## config.mk

```make
export PLATFORM = sky130hd
export DESIGN_NAME = seq_ctrl
export DESIGN_NICKNAME = d
export VERILOG_FILES = /design/src/hw/seq_ctrl_pkg.sv /design/src/hw/seq_ctrl.sv
export SDC_FILE = /design/constraint.sdc
export NUM_CORES = 1
export LEC_CHECK = 0
export BUFFER_PORTS_ARGS = -buffer_cell sky130_fd_sc_hd__buf_2
export CORE_UTILIZATION = 50
export CTS_BUF_LIST = sky130_fd_sc_hd__clkbuf_4 sky130_fd_sc_hd__clkbuf_8 sky130_fd_sc_hd__clkbuf_16
export DETAILED_ROUTE_END_ITERATION = 12
export PLACE_DENSITY_LB_ADDON = 0.3
export SLEW_MARGIN = 40
export SYNTH_ARGS = -nofsm -noshare
export SYNTH_HDL_FRONTEND = slang
export SYNTH_SLANG_ARGS = --single-unit
```

## constraint.sdc

```tcl
create_clock -name clk_i -period 7.7 [get_ports clk_i]
set_clock_uncertainty 0.1 [all_clocks]
set_input_delay 1.54 -clock clk_i [delete_from_list [all_inputs] [get_ports clk_i]]
set_output_delay 1.54 -clock clk_i [all_outputs]
set_load 0.02 [all_outputs]
```

## src/hw/seq_ctrl_pkg.sv

```systemverilog
// Constants, field layouts and carrier types for the sample sequencer control block.
// Assumes a 32-bit classic Wishbone register bus and a single 25 MHz clock.
package seq_ctrl_pkg;

  // ----------------------------------------------------------------
  // Sizes
  // ----------------------------------------------------------------
  localparam int NUM_SEQ      = 4;
  localparam int MAX_DEPTH    = 8;
  localparam int RESULT_W     = 10;
  localparam int ACC_W        = 16;
  localparam int AVG_MAX_LOG2 = 6;

  // ----------------------------------------------------------------
  // Register offsets (byte addresses)
  // ----------------------------------------------------------------
  localparam logic [11:0] OFF_ENABLE   = 12'h000;
  localparam logic [11:0] OFF_RAW_INT  = 12'h004;
  localparam logic [11:0] OFF_INT_MASK = 12'h008;
  localparam logic [11:0] OFF_MASK_CLR = 12'h00c;
  localparam logic [11:0] OFF_OVERFLOW = 12'h010;
  localparam logic [11:0] OFF_TRIG_SEL = 12'h014;
  localparam logic [11:0] OFF_UNDERFLW = 12'h018;
  localparam logic [11:0] OFF_PRIORITY = 12'h020;
  localparam logic [11:0] OFF_SW_START = 12'h028;
  localparam logic [11:0] OFF_AVG_CTRL = 12'h030;
  localparam logic [11:0] OFF_SEQ_BASE = 12'h040;
  localparam logic [2:0]  SEQ_BLK_LO   = 3'h2;
  localparam logic [2:0]  SEQ_BLK_HI   = 3'h5;
  localparam logic [4:0]  SUB_INPUT    = 5'h00;
  localparam logic [4:0]  SUB_FLAGS    = 5'h04;
  localparam logic [4:0]  SUB_FIFO     = 5'h08;
  localparam logic [4:0]  SUB_STATUS   = 5'h0c;

  // ----------------------------------------------------------------
  // Reset values and field positions
  // ----------------------------------------------------------------
  localparam logic [15:0] PRIORITY_RST = 16'h3210;
  localparam logic [2:0]  AVG_RST      = 3'h0;
  localparam int FLAG_DIFF   = 0;
  localparam int FLAG_END    = 1;
  localparam int FLAG_IE     = 2;
  localparam int FLAG_TEMP   = 3;
  localparam int FST_TAIL    = 0;
  localparam int FST_HEAD    = 4;
  localparam int FST_EMPTY   = 8;
  localparam int FST_FULL    = 12;

  // ----------------------------------------------------------------
  // Trigger source codes
  // ----------------------------------------------------------------
  localparam logic [3:0] TRIG_SOFTWARE = 4'h0;
  localparam logic [3:0] TRIG_COMPARE  = 4'h1;
  localparam logic [3:0] TRIG_TIMER    = 4'h2;
  localparam logic [3:0] TRIG_PWM      = 4'h3;
  localparam logic [3:0] TRIG_GPIO     = 4'h4;
  localparam logic [3:0] TRIG_ALWAYS   = 4'h5;

  // ----------------------------------------------------------------
  // Converter clock targets in kHz
  // ----------------------------------------------------------------
  localparam int CONV_CLK_MAX_KHZ    = 18000;
  localparam int CONV_CLK_TARGET_KHZ = 16667;

  typedef struct packed {
    logic       temp;
    logic       diff;
    logic [3:0] input_sel;
  } conv_cmd_t;

  typedef enum logic [1:0] {
    ST_IDLE = 2'b00,
    ST_CONV = 2'b01,
    ST_WAIT = 2'b10
  } seq_state_t;

endpackage

```

## src/hw/seq_ctrl.sv

```systemverilog
// Control logic of a four-sequencer converter front end with per-sequencer result FIFOs.
// Assumes a classic Wishbone master, a converter core that answers each start with one
// done pulse and a 10-bit result, and trigger inputs synchronous to clk_i.
//
// What this block does
// - Four sequencers of 8, 4, 4 and 1 steps with matching FIFO depths.
// - FIFO words are 32 bits with the result in bits 9:0.
// - Each step has an input nibble and a flag nibble.
// - The same input may appear in several steps and is converted each time.
// - A step with its interrupt flag set raises the raw interrupt when done.
// - A sequence stops after the step carrying the end flag.
// - Result FIFOs are circular; reading the result address pops the oldest entry.
// - Head, tail, full and empty of each FIFO are readable.
// - Push into full FIFO sets overflow; read of empty sets underflow.
// - Converter clock divider is the smallest divisor of the source clock keeping the converter clock at or below 18 MHz.
// - A sequencer interrupt leaves the block only when its mask bit is set.
// - Masked status reads as raw status AND mask.
// - Writing one to a masked status bit clears it; zero does nothing.
// - Concurrent triggers are served by priority value, zero highest.
// - Each sequencer selects its own trigger source, including continuous.
// - Writing one to a software start bit starts that software-triggered sequencer.
// - Averaging accumulates up to 64 conversions into one FIFO entry.
// - Averaging is off after reset; results pass unchanged.
// - One averaging stage with one count serves all sequencers and modes.
// - Reset priorities make the first sequencer highest, the fourth lowest.
//
// Decided for this implementation: register access over Wishbone and the register addresses.
`timescale 1ns/1ps

module seq_ctrl (
  input  wire logic                      clk_i,
  input  wire logic                      rst_i,
  input  wire logic [11:0]               wb_adr_i,
  input  wire logic [31:0]               wb_dat_i,
  input  wire logic [3:0]                wb_sel_i,
  input  wire logic                      wb_we_i,
  input  wire logic                      wb_cyc_i,
  input  wire logic                      wb_stb_i,
  output logic      [31:0]               wb_dat_o,
  output logic                           wb_ack_o,
  input  wire logic                      trig_timer_i,
  input  wire logic                      trig_comp_i,
  input  wire logic                      trig_pwm_i,
  input  wire logic                      trig_gpio_i,
  output logic                           conv_start_o,
  output seq_ctrl_pkg::conv_cmd_t        conv_cmd_o,
  input  wire logic                      conv_done_i,
  input  wire logic [9:0]                conv_data_i,
  input  wire logic [7:0]                src_mhz_i,
  output logic      [3:0]                conv_div_o,
  output logic      [3:0]                irq_o
);
  import seq_ctrl_pkg::*;

  // ----------------------------------------------------------------
  // Helpers
  // ----------------------------------------------------------------
  function automatic logic [3:0] depth_of(input logic [1:0] n);
    unique case (n)
      2'd0:    depth_of = 4'd8;
      2'd1:    depth_of = 4'd4;
      2'd2:    depth_of = 4'd4;
      default: depth_of = 4'd1;
    endcase
  endfunction

  function automatic logic [2:0] ptr_inc(input logic [2:0] p, input logic [1:0] n);
    logic [3:0] nx;
    nx = {1'b0, p} + 4'd1;
    ptr_inc = (nx == depth_of(n)) ? 3'd0 : nx[2:0];
  endfunction

  function automatic logic [31:0] byte_merge(input logic [31:0] old_v,
                                             input logic [31:0] new_v,
                                             input logic [3:0]  sel);
    for (int b = 0; b < 4; b++) begin
      byte_merge[b*8 +: 8] = sel[b] ? new_v[b*8 +: 8] : old_v[b*8 +: 8];
    end
  endfunction

  function automatic logic [31:0] lane_mask(input logic [3:0] sel);
    for (int b = 0; b < 4; b++) begin
      lane_mask[b*8 +: 8] = {8{sel[b]}};
    end
  endfunction

  // Smallest divisor keeping the converter clock at or below the upper limit.
  function automatic logic [3:0] div_for(input logic [7:0] mhz);
    div_for = 4'd15;
    for (int d = 15; d >= 1; d--) begin
      if (int'(mhz) * 1000 <= d * CONV_CLK_MAX_KHZ) begin
        div_for = d[3:0];
      end
    end
  endfunction

  // ----------------------------------------------------------------
  // Registers and state
  // ----------------------------------------------------------------
  logic [3:0]            enable_reg;
  logic [3:0]            mask_reg;
  logic [15:0]           trig_sel_reg;
  logic [15:0]           priority_reg;
  logic [2:0]            avg_reg;
  logic [31:0]           input_reg [NUM_SEQ];
  logic [31:0]           flags_reg [NUM_SEQ];
  logic [3:0]            raw_int_reg;
  logic [3:0]            ovf_reg;
  logic [3:0]            unf_reg;
  logic [3:0]            pend_reg;
  logic [RESULT_W-1:0]   fifo_mem [NUM_SEQ][MAX_DEPTH];
  logic [2:0]            head_reg [NUM_SEQ];
  logic [2:0]            tail_reg [NUM_SEQ];
  logic [3:0]            count_reg [NUM_SEQ];
  seq_state_t            state_reg;
  logic [1:0]            active_reg;
  logic [2:0]            step_reg;
  logic [6:0]            avg_cnt_reg;
  logic [ACC_W-1:0]      acc_reg;
  logic [31:0]           rdata_next;

  // ----------------------------------------------------------------
  // Bus decode
  // ----------------------------------------------------------------
  logic       bus_req;
  logic       bus_take;
  logic       in_seq;
  logic [1:0] seq_idx;
  logic [4:0] seq_sub;
  logic [2:0] blk;

  assign bus_req  = wb_cyc_i & wb_stb_i;
  assign bus_take = bus_req & wb_ack_o;
  assign blk      = wb_adr_i[7:5];
  assign in_seq   = (wb_adr_i[11:8] == 4'h0) && (blk >= SEQ_BLK_LO) && (blk <= SEQ_BLK_HI);
  assign seq_idx  = 2'(blk - SEQ_BLK_LO);
  assign seq_sub  = wb_adr_i[4:0];

  // Answer comes one cycle after the request is seen; effects happen at the ack edge.
  always_ff @(posedge clk_i) begin
    if (rst_i) begin
      wb_ack_o <= 1'b0;
    end else begin
      wb_ack_o <= bus_req & ~wb_ack_o;
    end
  end

  always_ff @(posedge clk_i) begin
    if (rst_i) begin
      wb_dat_o <= 32'h0000_0000;
    end else if (bus_req & ~wb_ack_o & ~wb_we_i) begin
      wb_dat_o <= rdata_next;
    end
  end

  // ----------------------------------------------------------------
  // Converter datapath and averaging
  // ----------------------------------------------------------------
  logic              conv_fin;
  logic              avg_last;
  logic              push;
  logic [ACC_W-1:0]  acc_sum;
  logic [RESULT_W-1:0] push_data;
  logic [3:0]        cur_flags;
  logic [3:0]        cur_input;
  logic              seq_end;

  assign conv_fin  = (state_reg == ST_WAIT) && conv_done_i;
  assign acc_sum   = acc_reg + {{(ACC_W-RESULT_W){1'b0}}, conv_data_i};
  assign avg_last  = (avg_cnt_reg == 7'((7'd1 << avg_reg) - 7'd1));
  assign push_data = (avg_reg == 3'd0) ? conv_data_i : RESULT_W'(acc_sum >> avg_reg);
  assign push      = conv_fin && avg_last && enable_reg[active_reg];
  assign cur_flags = flags_reg[active_reg][step_reg*4 +: 4];
  assign cur_input = input_reg[active_reg][step_reg*4 +: 4];
  assign seq_end   = cur_flags[FLAG_END] || ({1'b0, step_reg} == depth_of(active_reg) - 4'd1);

  // ----------------------------------------------------------------
  // Arbitration
  // ----------------------------------------------------------------
  logic       grant_valid;
  logic [1:0] grant_idx;

  always_comb begin
    logic [1:0] best;
    best        = 2'd3;
    grant_valid = 1'b0;
    grant_idx   = 2'd0;
    for (int n = 0; n < NUM_SEQ; n++) begin
      if (enable_reg[n] && pend_reg[n] &&
          (!grant_valid || priority_reg[n*4 +: 2] < best)) begin
        grant_valid = 1'b1;
        grant_idx   = 2'(n);
        best        = priority_reg[n*4 +: 2];
      end
    end
  end

  // ----------------------------------------------------------------
  // Sequencer control
  // ----------------------------------------------------------------
  always_ff @(posedge clk_i) begin
    if (rst_i) begin
      state_reg    <= ST_IDLE;
      active_reg   <= 2'd0;
      step_reg     <= 3'd0;
      avg_cnt_reg  <= 7'd0;
      acc_reg      <= '0;
      conv_start_o <= 1'b0;
      conv_cmd_o   <= '0;
    end else begin
      conv_start_o <= 1'b0;
      unique case (state_reg)
        ST_IDLE: begin
          if (grant_valid) begin
            active_reg  <= grant_idx;
            step_reg    <= 3'd0;
            avg_cnt_reg <= 7'd0;
            acc_reg     <= '0;
            state_reg   <= ST_CONV;
          end
        end
        ST_CONV: begin
          conv_start_o         <= 1'b1;
          conv_cmd_o.input_sel <= cur_input;
          conv_cmd_o.diff      <= cur_flags[FLAG_DIFF];
          conv_cmd_o.temp      <= cur_flags[FLAG_TEMP];
          state_reg            <= ST_WAIT;
        end
        ST_WAIT: begin
          if (conv_done_i) begin
            if (!enable_reg[active_reg]) begin
              state_reg <= ST_IDLE;
            end else if (!avg_last) begin
              avg_cnt_reg <= avg_cnt_reg + 7'd1;
              acc_reg     <= acc_sum;
              state_reg   <= ST_CONV;
            end else begin
              avg_cnt_reg <= 7'd0;
              acc_reg     <= '0;
              if (seq_end) begin
                state_reg <= ST_IDLE;
              end else begin
                step_reg  <= step_reg + 3'd1;
                state_reg <= ST_CONV;
              end
            end
          end
        end
        default: state_reg <= ST_IDLE;
      endcase
    end
  end

  // ----------------------------------------------------------------
  // Trigger capture
  // ----------------------------------------------------------------
  logic [3:0] trig_hit;

  always_comb begin
    for (int n = 0; n < NUM_SEQ; n++) begin
      unique case (trig_sel_reg[n*4 +: 4])
        TRIG_SOFTWARE: trig_hit[n] = bus_take && wb_we_i && (wb_adr_i == OFF_SW_START) &&
                                     wb_sel_i[0] && wb_dat_i[n];
        TRIG_COMPARE:  trig_hit[n] = trig_comp_i;
        TRIG_TIMER:    trig_hit[n] = trig_timer_i;
        TRIG_PWM:      trig_hit[n] = trig_pwm_i;
        TRIG_GPIO:     trig_hit[n] = trig_gpio_i;
        TRIG_ALWAYS:   trig_hit[n] = 1'b1;
        default:       trig_hit[n] = 1'b0;
      endcase
    end
  end

  // A trigger that lands while its sequence runs is kept, so the sequence repeats once.
  always_ff @(posedge clk_i) begin
    if (rst_i) begin
      pend_reg <= 4'h0;
    end else begin
      for (int n = 0; n < NUM_SEQ; n++) begin
        if (trig_hit[n] && enable_reg[n]) begin
          pend_reg[n] <= 1'b1;
        end else if (!enable_reg[n] ||
                     (state_reg == ST_IDLE && grant_valid && grant_idx == 2'(n))) begin
          pend_reg[n] <= 1'b0;
        end
      end
    end
  end

  // ----------------------------------------------------------------
  // Software registers
  // ----------------------------------------------------------------
  always_ff @(posedge clk_i) begin
    if (rst_i) begin
      enable_reg   <= 4'h0;
      mask_reg     <= 4'h0;
      trig_sel_reg <= 16'h0000;
      priority_reg <= PRIORITY_RST;
      avg_reg      <= AVG_RST;
      for (int n = 0; n < NUM_SEQ; n++) begin
        input_reg[n] <= 32'h0000_0000;
        flags_reg[n] <= 32'h0000_0000;
      end
    end else if (bus_take && wb_we_i) begin
      if (wb_adr_i == OFF_ENABLE && wb_sel_i[0]) begin
        enable_reg <= wb_dat_i[3:0];
      end
      if (wb_adr_i == OFF_INT_MASK && wb_sel_i[0]) begin
        mask_reg <= wb_dat_i[3:0];
      end
      if (wb_adr_i == OFF_TRIG_SEL) begin
        trig_sel_reg <= 16'(byte_merge({16'h0000, trig_sel_reg}, wb_dat_i, wb_sel_i));
      end
      if (wb_adr_i == OFF_PRIORITY) begin
        priority_reg <= 16'(byte_merge({16'h0000, priority_reg}, wb_dat_i, wb_sel_i))
                        & 16'h3333;
      end
      if (wb_adr_i == OFF_AVG_CTRL && wb_sel_i[0]) begin
        avg_reg <= (wb_dat_i[2:0] > 3'(AVG_MAX_LOG2)) ? 3'(AVG_MAX_LOG2) : wb_dat_i[2:0];
      end
      if (in_seq && seq_sub == SUB_INPUT) begin
        input_reg[seq_idx] <= byte_merge(input_reg[seq_idx], wb_dat_i, wb_sel_i)
                              & (32'hffff_ffff >> (32 - 4 * int'(depth_of(seq_idx))));
      end
      if (in_seq && seq_sub == SUB_FLAGS) begin
        flags_reg[seq_idx] <= byte_merge(flags_reg[seq_idx], wb_dat_i, wb_sel_i)
                              & (32'hffff_ffff >> (32 - 4 * int'(depth_of(seq_idx))));
      end
    end
  end

  // ----------------------------------------------------------------
  // Status flags
  // ----------------------------------------------------------------
  logic [3:0] isc_clr;
  logic [3:0] ovf_clr;
  logic [3:0] unf_clr;
  logic [3:0] ovf_set;
  logic [3:0] unf_set;
  logic [3:0] ris_set;
  logic       pop_req;
  logic [31:0] lanes;

  assign pop_req = bus_take && !wb_we_i && in_seq && seq_sub == SUB_FIFO;
  assign lanes   = lane_mask(wb_sel_i);

  always_comb begin
    for (int n = 0; n < NUM_SEQ; n++) begin
      ris_set[n] = push && active_reg == 2'(n) && cur_flags[FLAG_IE];
      ovf_set[n] = push && active_reg == 2'(n) && count_reg[n] == depth_of(2'(n));
      unf_set[n] = pop_req && seq_idx == 2'(n) && count_reg[n] == 4'd0;
    end
  end

  assign isc_clr = (bus_take && wb_we_i && wb_adr_i == OFF_MASK_CLR) ?
                   (wb_dat_i[3:0] & lanes[3:0]) : 4'h0;
  assign ovf_clr = (bus_take && wb_we_i && wb_adr_i == OFF_OVERFLOW) ?
                   (wb_dat_i[3:0] & lanes[3:0]) : 4'h0;
  assign unf_clr = (bus_take && wb_we_i && wb_adr_i == OFF_UNDERFLW) ?
                   (wb_dat_i[3:0] & lanes[3:0]) : 4'h0;

  // A new event in the clearing cycle survives the clear.
  always_ff @(posedge clk_i) begin
    if (rst_i) begin
      raw_int_reg <= 4'h0;
      ovf_reg     <= 4'h0;
      unf_reg     <= 4'h0;
    end else begin
      raw_int_reg <= (raw_int_reg & ~isc_clr) | ris_set;
      ovf_reg     <= (ovf_reg & ~ovf_clr) | ovf_set;
      unf_reg     <= (unf_reg & ~unf_clr) | unf_set;
    end
  end

  always_ff @(posedge clk_i) begin
    if (rst_i) begin
      irq_o <= 4'h0;
    end else begin
      irq_o <= ((raw_int_reg & ~isc_clr) | ris_set) & mask_reg;
    end
  end

  always_ff @(posedge clk_i) begin
    if (rst_i) begin
      conv_div_o <= 4'd1;
    end else begin
      conv_div_o <= div_for(src_mhz_i);
    end
  end

  // ----------------------------------------------------------------
  // Result FIFOs
  // ----------------------------------------------------------------
  // circular buffers
  always_ff @(posedge clk_i) begin
    if (rst_i) begin
      for (int n = 0; n < NUM_SEQ; n++) begin
        head_reg[n]  <= 3'd0;
        tail_reg[n]  <= 3'd0;
        count_reg[n] <= 4'd0;
      end
    end else begin
      for (int n = 0; n < NUM_SEQ; n++) begin
        logic do_push;
        logic do_pop;
        do_push = push && active_reg == 2'(n) && count_reg[n] != depth_of(2'(n));
        do_pop  = pop_req && seq_idx == 2'(n) && count_reg[n] != 4'd0;
        if (do_push) begin
          fifo_mem[n][head_reg[n]] <= push_data;
          head_reg[n]              <= ptr_inc(head_reg[n], 2'(n));
        end
        if (do_pop) begin
          tail_reg[n] <= ptr_inc(tail_reg[n], 2'(n));
        end
        count_reg[n] <= count_reg[n] + {3'd0, do_push} - {3'd0, do_pop};
      end
    end
  end

  // ----------------------------------------------------------------
  // Read mux
  // ----------------------------------------------------------------
  always_comb begin
    rdata_next = 32'h0000_0000;
    unique case (wb_adr_i)
      OFF_ENABLE:   rdata_next = {28'h0, enable_reg};
      OFF_RAW_INT:  rdata_next = {28'h0, raw_int_reg};
      OFF_INT_MASK: rdata_next = {28'h0, mask_reg};
      OFF_MASK_CLR: rdata_next = {28'h0, raw_int_reg & mask_reg};
      OFF_OVERFLOW: rdata_next = {28'h0, ovf_reg};
      OFF_TRIG_SEL: rdata_next = {16'h0, trig_sel_reg};
      OFF_UNDERFLW: rdata_next = {28'h0, unf_reg};
      OFF_PRIORITY: rdata_next = {16'h0, priority_reg};
      OFF_AVG_CTRL: rdata_next = {29'h0, avg_reg};
      default: begin
        if (in_seq) begin
          unique case (seq_sub)
            SUB_INPUT:  rdata_next = input_reg[seq_idx];
            SUB_FLAGS:  rdata_next = flags_reg[seq_idx];
            SUB_FIFO:   rdata_next = {22'h0, fifo_mem[seq_idx][tail_reg[seq_idx]]};
            SUB_STATUS: begin
              rdata_next[FST_TAIL +: 3] = tail_reg[seq_idx];
              rdata_next[FST_HEAD +: 3] = head_reg[seq_idx];
              rdata_next[FST_EMPTY]     = count_reg[seq_idx] == 4'd0;
              rdata_next[FST_FULL]      = count_reg[seq_idx] == depth_of(seq_idx);
            end
            default:    rdata_next = 32'h0000_0000;
          endcase
        end
      end
    endcase
  end

endmodule

```

==> impl_metrics.toml, run 1 <==
[final_layout]
area_delta_synth_final_pct = 11.9
drive_gt1_share_pct = 20.1
seqCellArea_um2 = 21000
layout_common_cells = "edfxtp_1 (600), nor2_1 (341), mux4_2 (233), nand2_1 (191), inv_1 (159)"
fill_cells = 6044
largest_reg_flops = 320
final_cell_count_no_fill = 4118
multi_input_area_um2 = 16100
nets = 3272
layout_commonest_cell = "edfxtp_1"
fin_util_pct = 56.5

[detailed_routing]
vias_per_cell = 6.35
avgRoutedWirePerCell_um = 25.3
ant_nets = 0
wirelength_um = 104000
vias = 26200
drt_iter0_drc = 2861
drcViolationCount = 0
dr.pass1.iters = 6

[critical_path]
path_max_fanout = 12
arrival_ns = 6.70
critPathCaptureType = "flip-flop"
required_ns = 8.11
start_kind = "input port"
critPathKind = "input port to flip-flop"

[placed_design]
place_inst = 3960
gp_congestion = 0.935
placement.io_buffers = 123
hpwl_um = 68100

[clock_network]
cts_buffer_depth = 3
cts_sinks = 747
post_cts_resized = 0
tritoncts = "built"
post-cts-setup-buffer-count = 0
clk_pin_slew_ns = 0.06
cts_htree_levels = 3
numCtsBuffers = 82
clkLatencyLatePin_ns = 0.66
root_buffer = "clkbuf_16"
cts_hold_buf = 0

[run_status]
status = "finished, final reports clean"

[yosys]
synth_edf_count = 600
async_reset_ff_share_pct = 0
synth.distinct_cells = 85
ys_seq_area_share_pct = 54.8
netlist_area_um2 = 38300
synthFlopType = "edfxtp_1"
synth_fp_nets = 3177
yosysWarningCount = 0
synth-seq-cells = 747
syn_inst = 2974
avgSynthCellArea_um2 = 12.9

[floorplan]
row_count = 101
initial_core_util_pct = 50.5
die_area_um2 = 77600
core_um2 = 75800
ios = 124
chipWidth_um = 279
die_h_um = 279

[sta]
rsz0062_at_grt = "false"
fmax_ghz = 0.159
finalSetupViolCount = 0
min_period_over_period_pct = 81.6
finalHoldViolCount = 0
finalSetupTns_ns = 0
fin_crit_ns = 6.29
finalMaxSlewViolations = 0
relSlewSlack_pct = 40.1
tightest_slew_ns = 0.897

[power_and_ir_drop]
power_uw = 10200
peakVddDrop_v = 0.000191
p_per_area_nw_per_um2 = 238
p_leak_uw = 0.0153

[grt]
grt_pass1_wl_um = 158000
grt_pass1_vias = 26200
antenna_found_initial = 4
grt_overflow = 0
grt_max_degree = 85
track_usage_pct = 26.8

[worst_hold_path]
hp-class = "flip-flop to flip-flop"

[run]
cap_viol_max_count = 0
==> worst max-delay path, stage by stage <==
cell and delay [ns]:
buf_2 0.19, fa_1 0.55, inv_1 0.06, fa_1 0.52, fa_1 0.56, inv_1 0.06
fa_1 0.46, ha_1 0.40, and3_1 0.23, a22oi_2 0.30, a211o_1 0.25, xor2_1 0.67
nand4_1 0.25, or3_1 0.39, a31oi_1 0.18, a211oi_1 0.09
==> cell type report <==
type | instances | share of cell area, %
flip-flops and latches | 747 | 49.0
multi-input cells | 1896 | 37.6
clock buffers | 103 | 5.26
well taps | 978 | 2.86
repair buffers | 182 | 2.68
inverters | 160 | 1.40
clock inverters | 49 | 1.19
diodes | 3 | 0.0175
==> path summary, 6_finish.rpt <==
check	endpoint	cells after the start	start	slack (ns)
worst max-delay path	conv_div_o[1]	16	src_mhz_i[1]	1.41
worst min-delay path	pend_reg[3]	2	pend_reg[3]	0.38
worst max register to register	fifo_mem[1][13]	12	avg_reg[1]	2.94
worst min register to register	pend_reg[3]	2	pend_reg[3]	0.38
==> routing by layer <==
| metal | global-route usage [%] | vias to the layer above | part of all wire [%] |
|---|---|---|---|
| met3 | 4.05 | 228 | 8.1 |
| met1 | 36.3 | 13200 | 40 |
| li1 | - | 11400 | - |
| met5 | 0 | - | 0.012 |
| met4 | 10.1 | 2 | 3.8 |
| met2 | 43.8 | 1249 | 49 |
==> per-stage QoR <==
stage          setup WS [ns]  cell area, um2  hold slack (ns)
6_report                1.41           42800            0.377
5_1_grt                 1.13           42800            0.399
4_1_cts                 1.45           42800            0.378
3_5_place_dp           0.813           40000            0.368
3_3_place_gp           0.787           39900            0.361
2_1_floorplan           1.63           38300            0.336
==> synthesized netlist by cell type (6+ instances only) <==
library cell  number  share of area (%)
edfxtp_1         600                 47
nor2_1           362                3.6
mux4_2           233                 14
nand2_1          191                1.9
inv_1            159                1.6
a21oi_1          148                1.9
dfxtp_1          147                7.7
clkbuf_1         113                1.1
ha_1             101                3.3
a21o_1            84                1.6
nand2b_1          84                1.4
o21ai_0           79                1.0
nand3_1           52               0.68
a22oi_1           49               0.96
mux2i_1           47                1.2
a211oi_1          46               0.90
nor3_1            44               0.58
buf_2             42               0.55
nor2b_1           36               0.59
xnor2_1           29               0.66
fa_1              26                1.4
and3_1            23               0.38
xor2_1            18               0.41
a221oi_1          17               0.39
o211ai_1          17               0.33
nand4_1           15               0.25
a31oi_1           14               0.23
nand3b_1          12               0.24
buf_1             11               0.11
nor3b_1           10               0.20
o21a_1            10               0.20
or3_1             10               0.16
mux4_1             9               0.62
nor4_1             9               0.15
and2_1             8               0.13
or2_2              8               0.13
nor3_2             7               0.18
a311oi_1           6               0.14
o21bai_1           6               0.12
o221ai_1           6               0.14
==> kinds of logic (layout without fill, tap and decap cells) <==
kind of cell    count (synthesis)  in the layout  share of synthesized area (%)
simple gates                  892            892                           10.9
flops                         747            747                           54.8
compound gates                536            536                           9.34
buf+inv                       331            494                           3.48
mux                           294            294                           15.7
fa+ha+maj                     127            127                           4.66
xor+xnor                       47             47                           1.08
other cells                     0              3                              0
==> where the power goes <==
part | leakage, uW | internal (uW) | switching, uW
combinational | 0.00693 | 667 | 1130
sequential | 0.00695 | 4420 | 36.7
clock | 0.00137 | 2280 | 1670
Note: power is estimated with default switching activity, not from simulation.
==> run 2: changes to the inputs <==
--- a/config.mk
+++ b/config.mk
@@ -5,6 +5,7 @@
 export SDC_FILE = /design/constraint.sdc
 export NUM_CORES = 1
 export LEC_CHECK = 0
+export ABC_AREA = 1
 export BUFFER_PORTS_ARGS = -buffer_cell sky130_fd_sc_hd__buf_2
 export CORE_UTILIZATION = 50
 export CTS_BUF_LIST = sky130_fd_sc_hd__clkbuf_4 sky130_fd_sc_hd__clkbuf_8 sky130_fd_sc_hd__clkbuf_16
==> constraint.sdc (replaced) <==
create_clock -name clk_i -period 5.15 [get_ports clk_i]
set_clock_uncertainty 0.1 [all_clocks]
set_input_delay 1.03 -clock clk_i [delete_from_list [all_inputs] [get_ports clk_i]]
set_output_delay 1.03 -clock clk_i [all_outputs]
set_load 0.02 [all_outputs]
==> impl_metrics.toml, run 2 <==
[run_status]
status = "finished, final reports clean"

[yosys]
syn_inst = 4137
synth_compound_area_share_pct = 18.2
synth-seq-cells = 747
ys_seq_area_share_pct = 54.7
synthXorXnorAreaFrac_pct = 0.843
avgSynthCellArea_um2 = 9.26
synth_mux_area_share_pct = 0.105
synth_fp_nets = 4340
synth_top_family_by_area = "compound AO/OA/AOI/OAI gates"
synth_area_leaders = "edfxtp_1 (47%), dfxtp_1 (7.7%), o21ai_0 (7.5%), nor2_1 (6.5%), nand2_1 (4.6%)"
synth_top_area_cell = "edfxtp_1"
synth_edf_count = 600
synthFlopType = "edfxtp_1"
synthAdderAreaFrac_pct = 4.66
synth_most_common_cell = "nor2_1"
synthTopCellsByCount = "nor2_1 (663), edfxtp_1 (600), o21ai_0 (571)"
yosysTopAreaCellShare_pct = 47.0
async_reset_ff_share_pct = 0
synth.distinct_cells = 68
synth-simple-area-share_pct = 15.3
yosysWarningCount = 0
netlist_area_um2 = 38300

[clock_network]
clkLatencyLatePin_ns = 0.65
cts_htree_levels = 3
tritoncts = "built"
numCtsBuffers = 80
cts_hold_buf = 0
cts_sinks = 747
cts_buffer_depth = 3
clk_pin_slew_ns = 0.06
root_buffer = "clkbuf_16"

[floorplan]
row_count = 101
ios = 124
chipWidth_um = 279
initial_core_util_pct = 50.5
die_h_um = 279
core_um2 = 75800
die_area_um2 = 77700

[detailed_routing]
ant_nets = 0
avgRoutedWirePerCell_um = 22.5
wirelength_um = 121000
drcViolationCount = 0
dr.pass1.iters = 6
vias_per_cell = 6.09
vias = 32700
drt_iter0_drc = 4026

[critical_path]
path_depth = 29
critPathKind = "input port to flip-flop"
rr_worst_depth = 20
critPathMostFrequentCell = "nand2_1"
arrival_ns = 5.37
max_stage_delay_ns = 0.51
r2r_slack_ns = 0.76
r2r_end = "fifo_mem[0][54]"
crit_slowest_cell = "fa_1"
critPathBufInv = 3
critPathCaptureType = "flip-flop"
path_max_fanout = 4
start_kind = "input port"
r2r_start = "avg_reg[0]"
cpLargestDelayFamily = "adder cells"
required_ns = 5.59

[worst_hold_path]
hp-class = "flip-flop to flip-flop"
hold_depth = 2
worstHoldStart = "wb_dat_o[18]"
hold_end = "wb_dat_o[18]"

[sta]
finalSetupViolCount = 0
finalHoldViolCount = 0
timing.hold.ws_ns = 0.365
fin_crit_ns = 4.93
min_period_over_period_pct = 95.8
relSlewSlack_pct = 35.5
finalMaxSlewViolations = 0
fmax_ghz = 0.203
tightest_slew_ns = 0.958

[final_layout]
final_cell_count_no_fill = 5359
area_delta_synth_final_pct = 14.4
largest_reg_flops = 320
drive_gt1_share_pct = 14.0
nets = 4515
layout_commonest_cell = "nor2_1"
layout_common_cells = "nor2_1 (658), edfxtp_1 (600), o21ai_0 (565), nand2_1 (459), inv_1 (331)"

[placed_design]
gp_congestion = 0.956
placement.io_buffers = 123
place_inst = 5207
hpwl_um = 79300

[grt]
grt_overflow = 0
track_usage_pct = 30.4
antenna_found_initial = 5
grt_pass1_vias = 30100
grt_pass1_wl_um = 181000
grt_max_degree = 108

[power_and_ir_drop]
p_leak_uw = 0.0166
peakVddDrop_v = 0.000258
power_uw = 16800
p_per_area_nw_per_um2 = 383

[run]
cap_viol_max_count = 0
==> run 2: cell types whose count changed after synthesis, moves of 77 or more <==
cell	change
nor2_1	+301
a21oi_1	+77
o21ai_0	+492
nand2b_1	-84
mux4_2	-233
inv_1	+180
a22oi_1	+93
nand2_1	+277
a21o_1	-84
==> run 2: cells by family (layout without fill, tap and decap cells) <==
kind of cell,count (synthesis),after routing
other cells,0,3
xor+xnor,36,36
buf+inv,620,861
simple gates,1412,1412
flops,747,747
mux,4,4
compound gates,1191,1191
fa+ha+maj,127,127
==> run 2: what timing repair did <==
action                                  CTS  global route
hold endpoints to repair                  0             0
gates resized for setup                   0            17
setup buffers                             0             1
endpoints found under the setup margin    0             3
==> run 2: power breakdown <==
| group | switching [uW] | total, uW | internal, uW |
|---|---|---|---|
| registers | 63.2 | 6660 | 6600 |
| clock network | 2480 | 6050 | 3570 |
| logic | 2400 | 4100 | 1690 |
==> run 2: layout make-up <==
class	instances	area, um2
Timing Repair Buffer	316	2170
Multi-Input combinational cell	2770	15200
Tap cell	978	1220
Inverter	397	1500
Fill cell	6451	32000
Clock buffer	102	2200
Antenna cell	3	7.51
Sequential cell	747	21000
Clock inverter	46	579
==> run 2: per-layer routing <==
| metal | vias to the layer above | global-route usage (%) | share of wire, % |
|---|---|---|---|
| met5 | - | 0 | 0.039 |
| li1 | 14900 | - | - |
| met4 | 6 | 9.12 | 2.9 |
| met1 | 15600 | 42.5 | 41 |
| met2 | 1915 | 47.2 | 45 |
| met3 | 262 | 6.80 | 12 |
==> run 2: worst max-delay path by stage <==
stage                       startpoint             to  slack [ns]
after floorplan           src_mhz_i[1]  conv_div_o[0]       -0.05
after global placement    src_mhz_i[2]  conv_div_o[0]       -0.44
after detailed placement  src_mhz_i[2]  conv_div_o[0]       -0.46
after CTS                 src_mhz_i[2]  conv_div_o[0]        0.20
after global routing      src_mhz_i[4]  conv_div_o[0]       -0.04
final                     src_mhz_i[0]  conv_div_o[0]        0.22
==> run 2: tightest hold or removal path: stages, from the launching register on <==
cell and delay [ns]:
dfxtp_1 0.31, nand2_1 0.06, a21oi_1 0.05
==> run 2: stage by stage <==
step           utilization (%)  setup TNS [ns]  worst slack (ns)  area (um2)
2_1_floorplan                -         -0.0510           -0.0510       38400
3_3_place_gp              54.0           -1.30            -0.443       41000
3_5_place_dp              54.0           -1.53            -0.457       41000
4_1_cts                   57.7               0             0.201       43800
5_1_grt                   57.8         -0.0421           -0.0421       43800
6_report                  57.8               0             0.219       43800
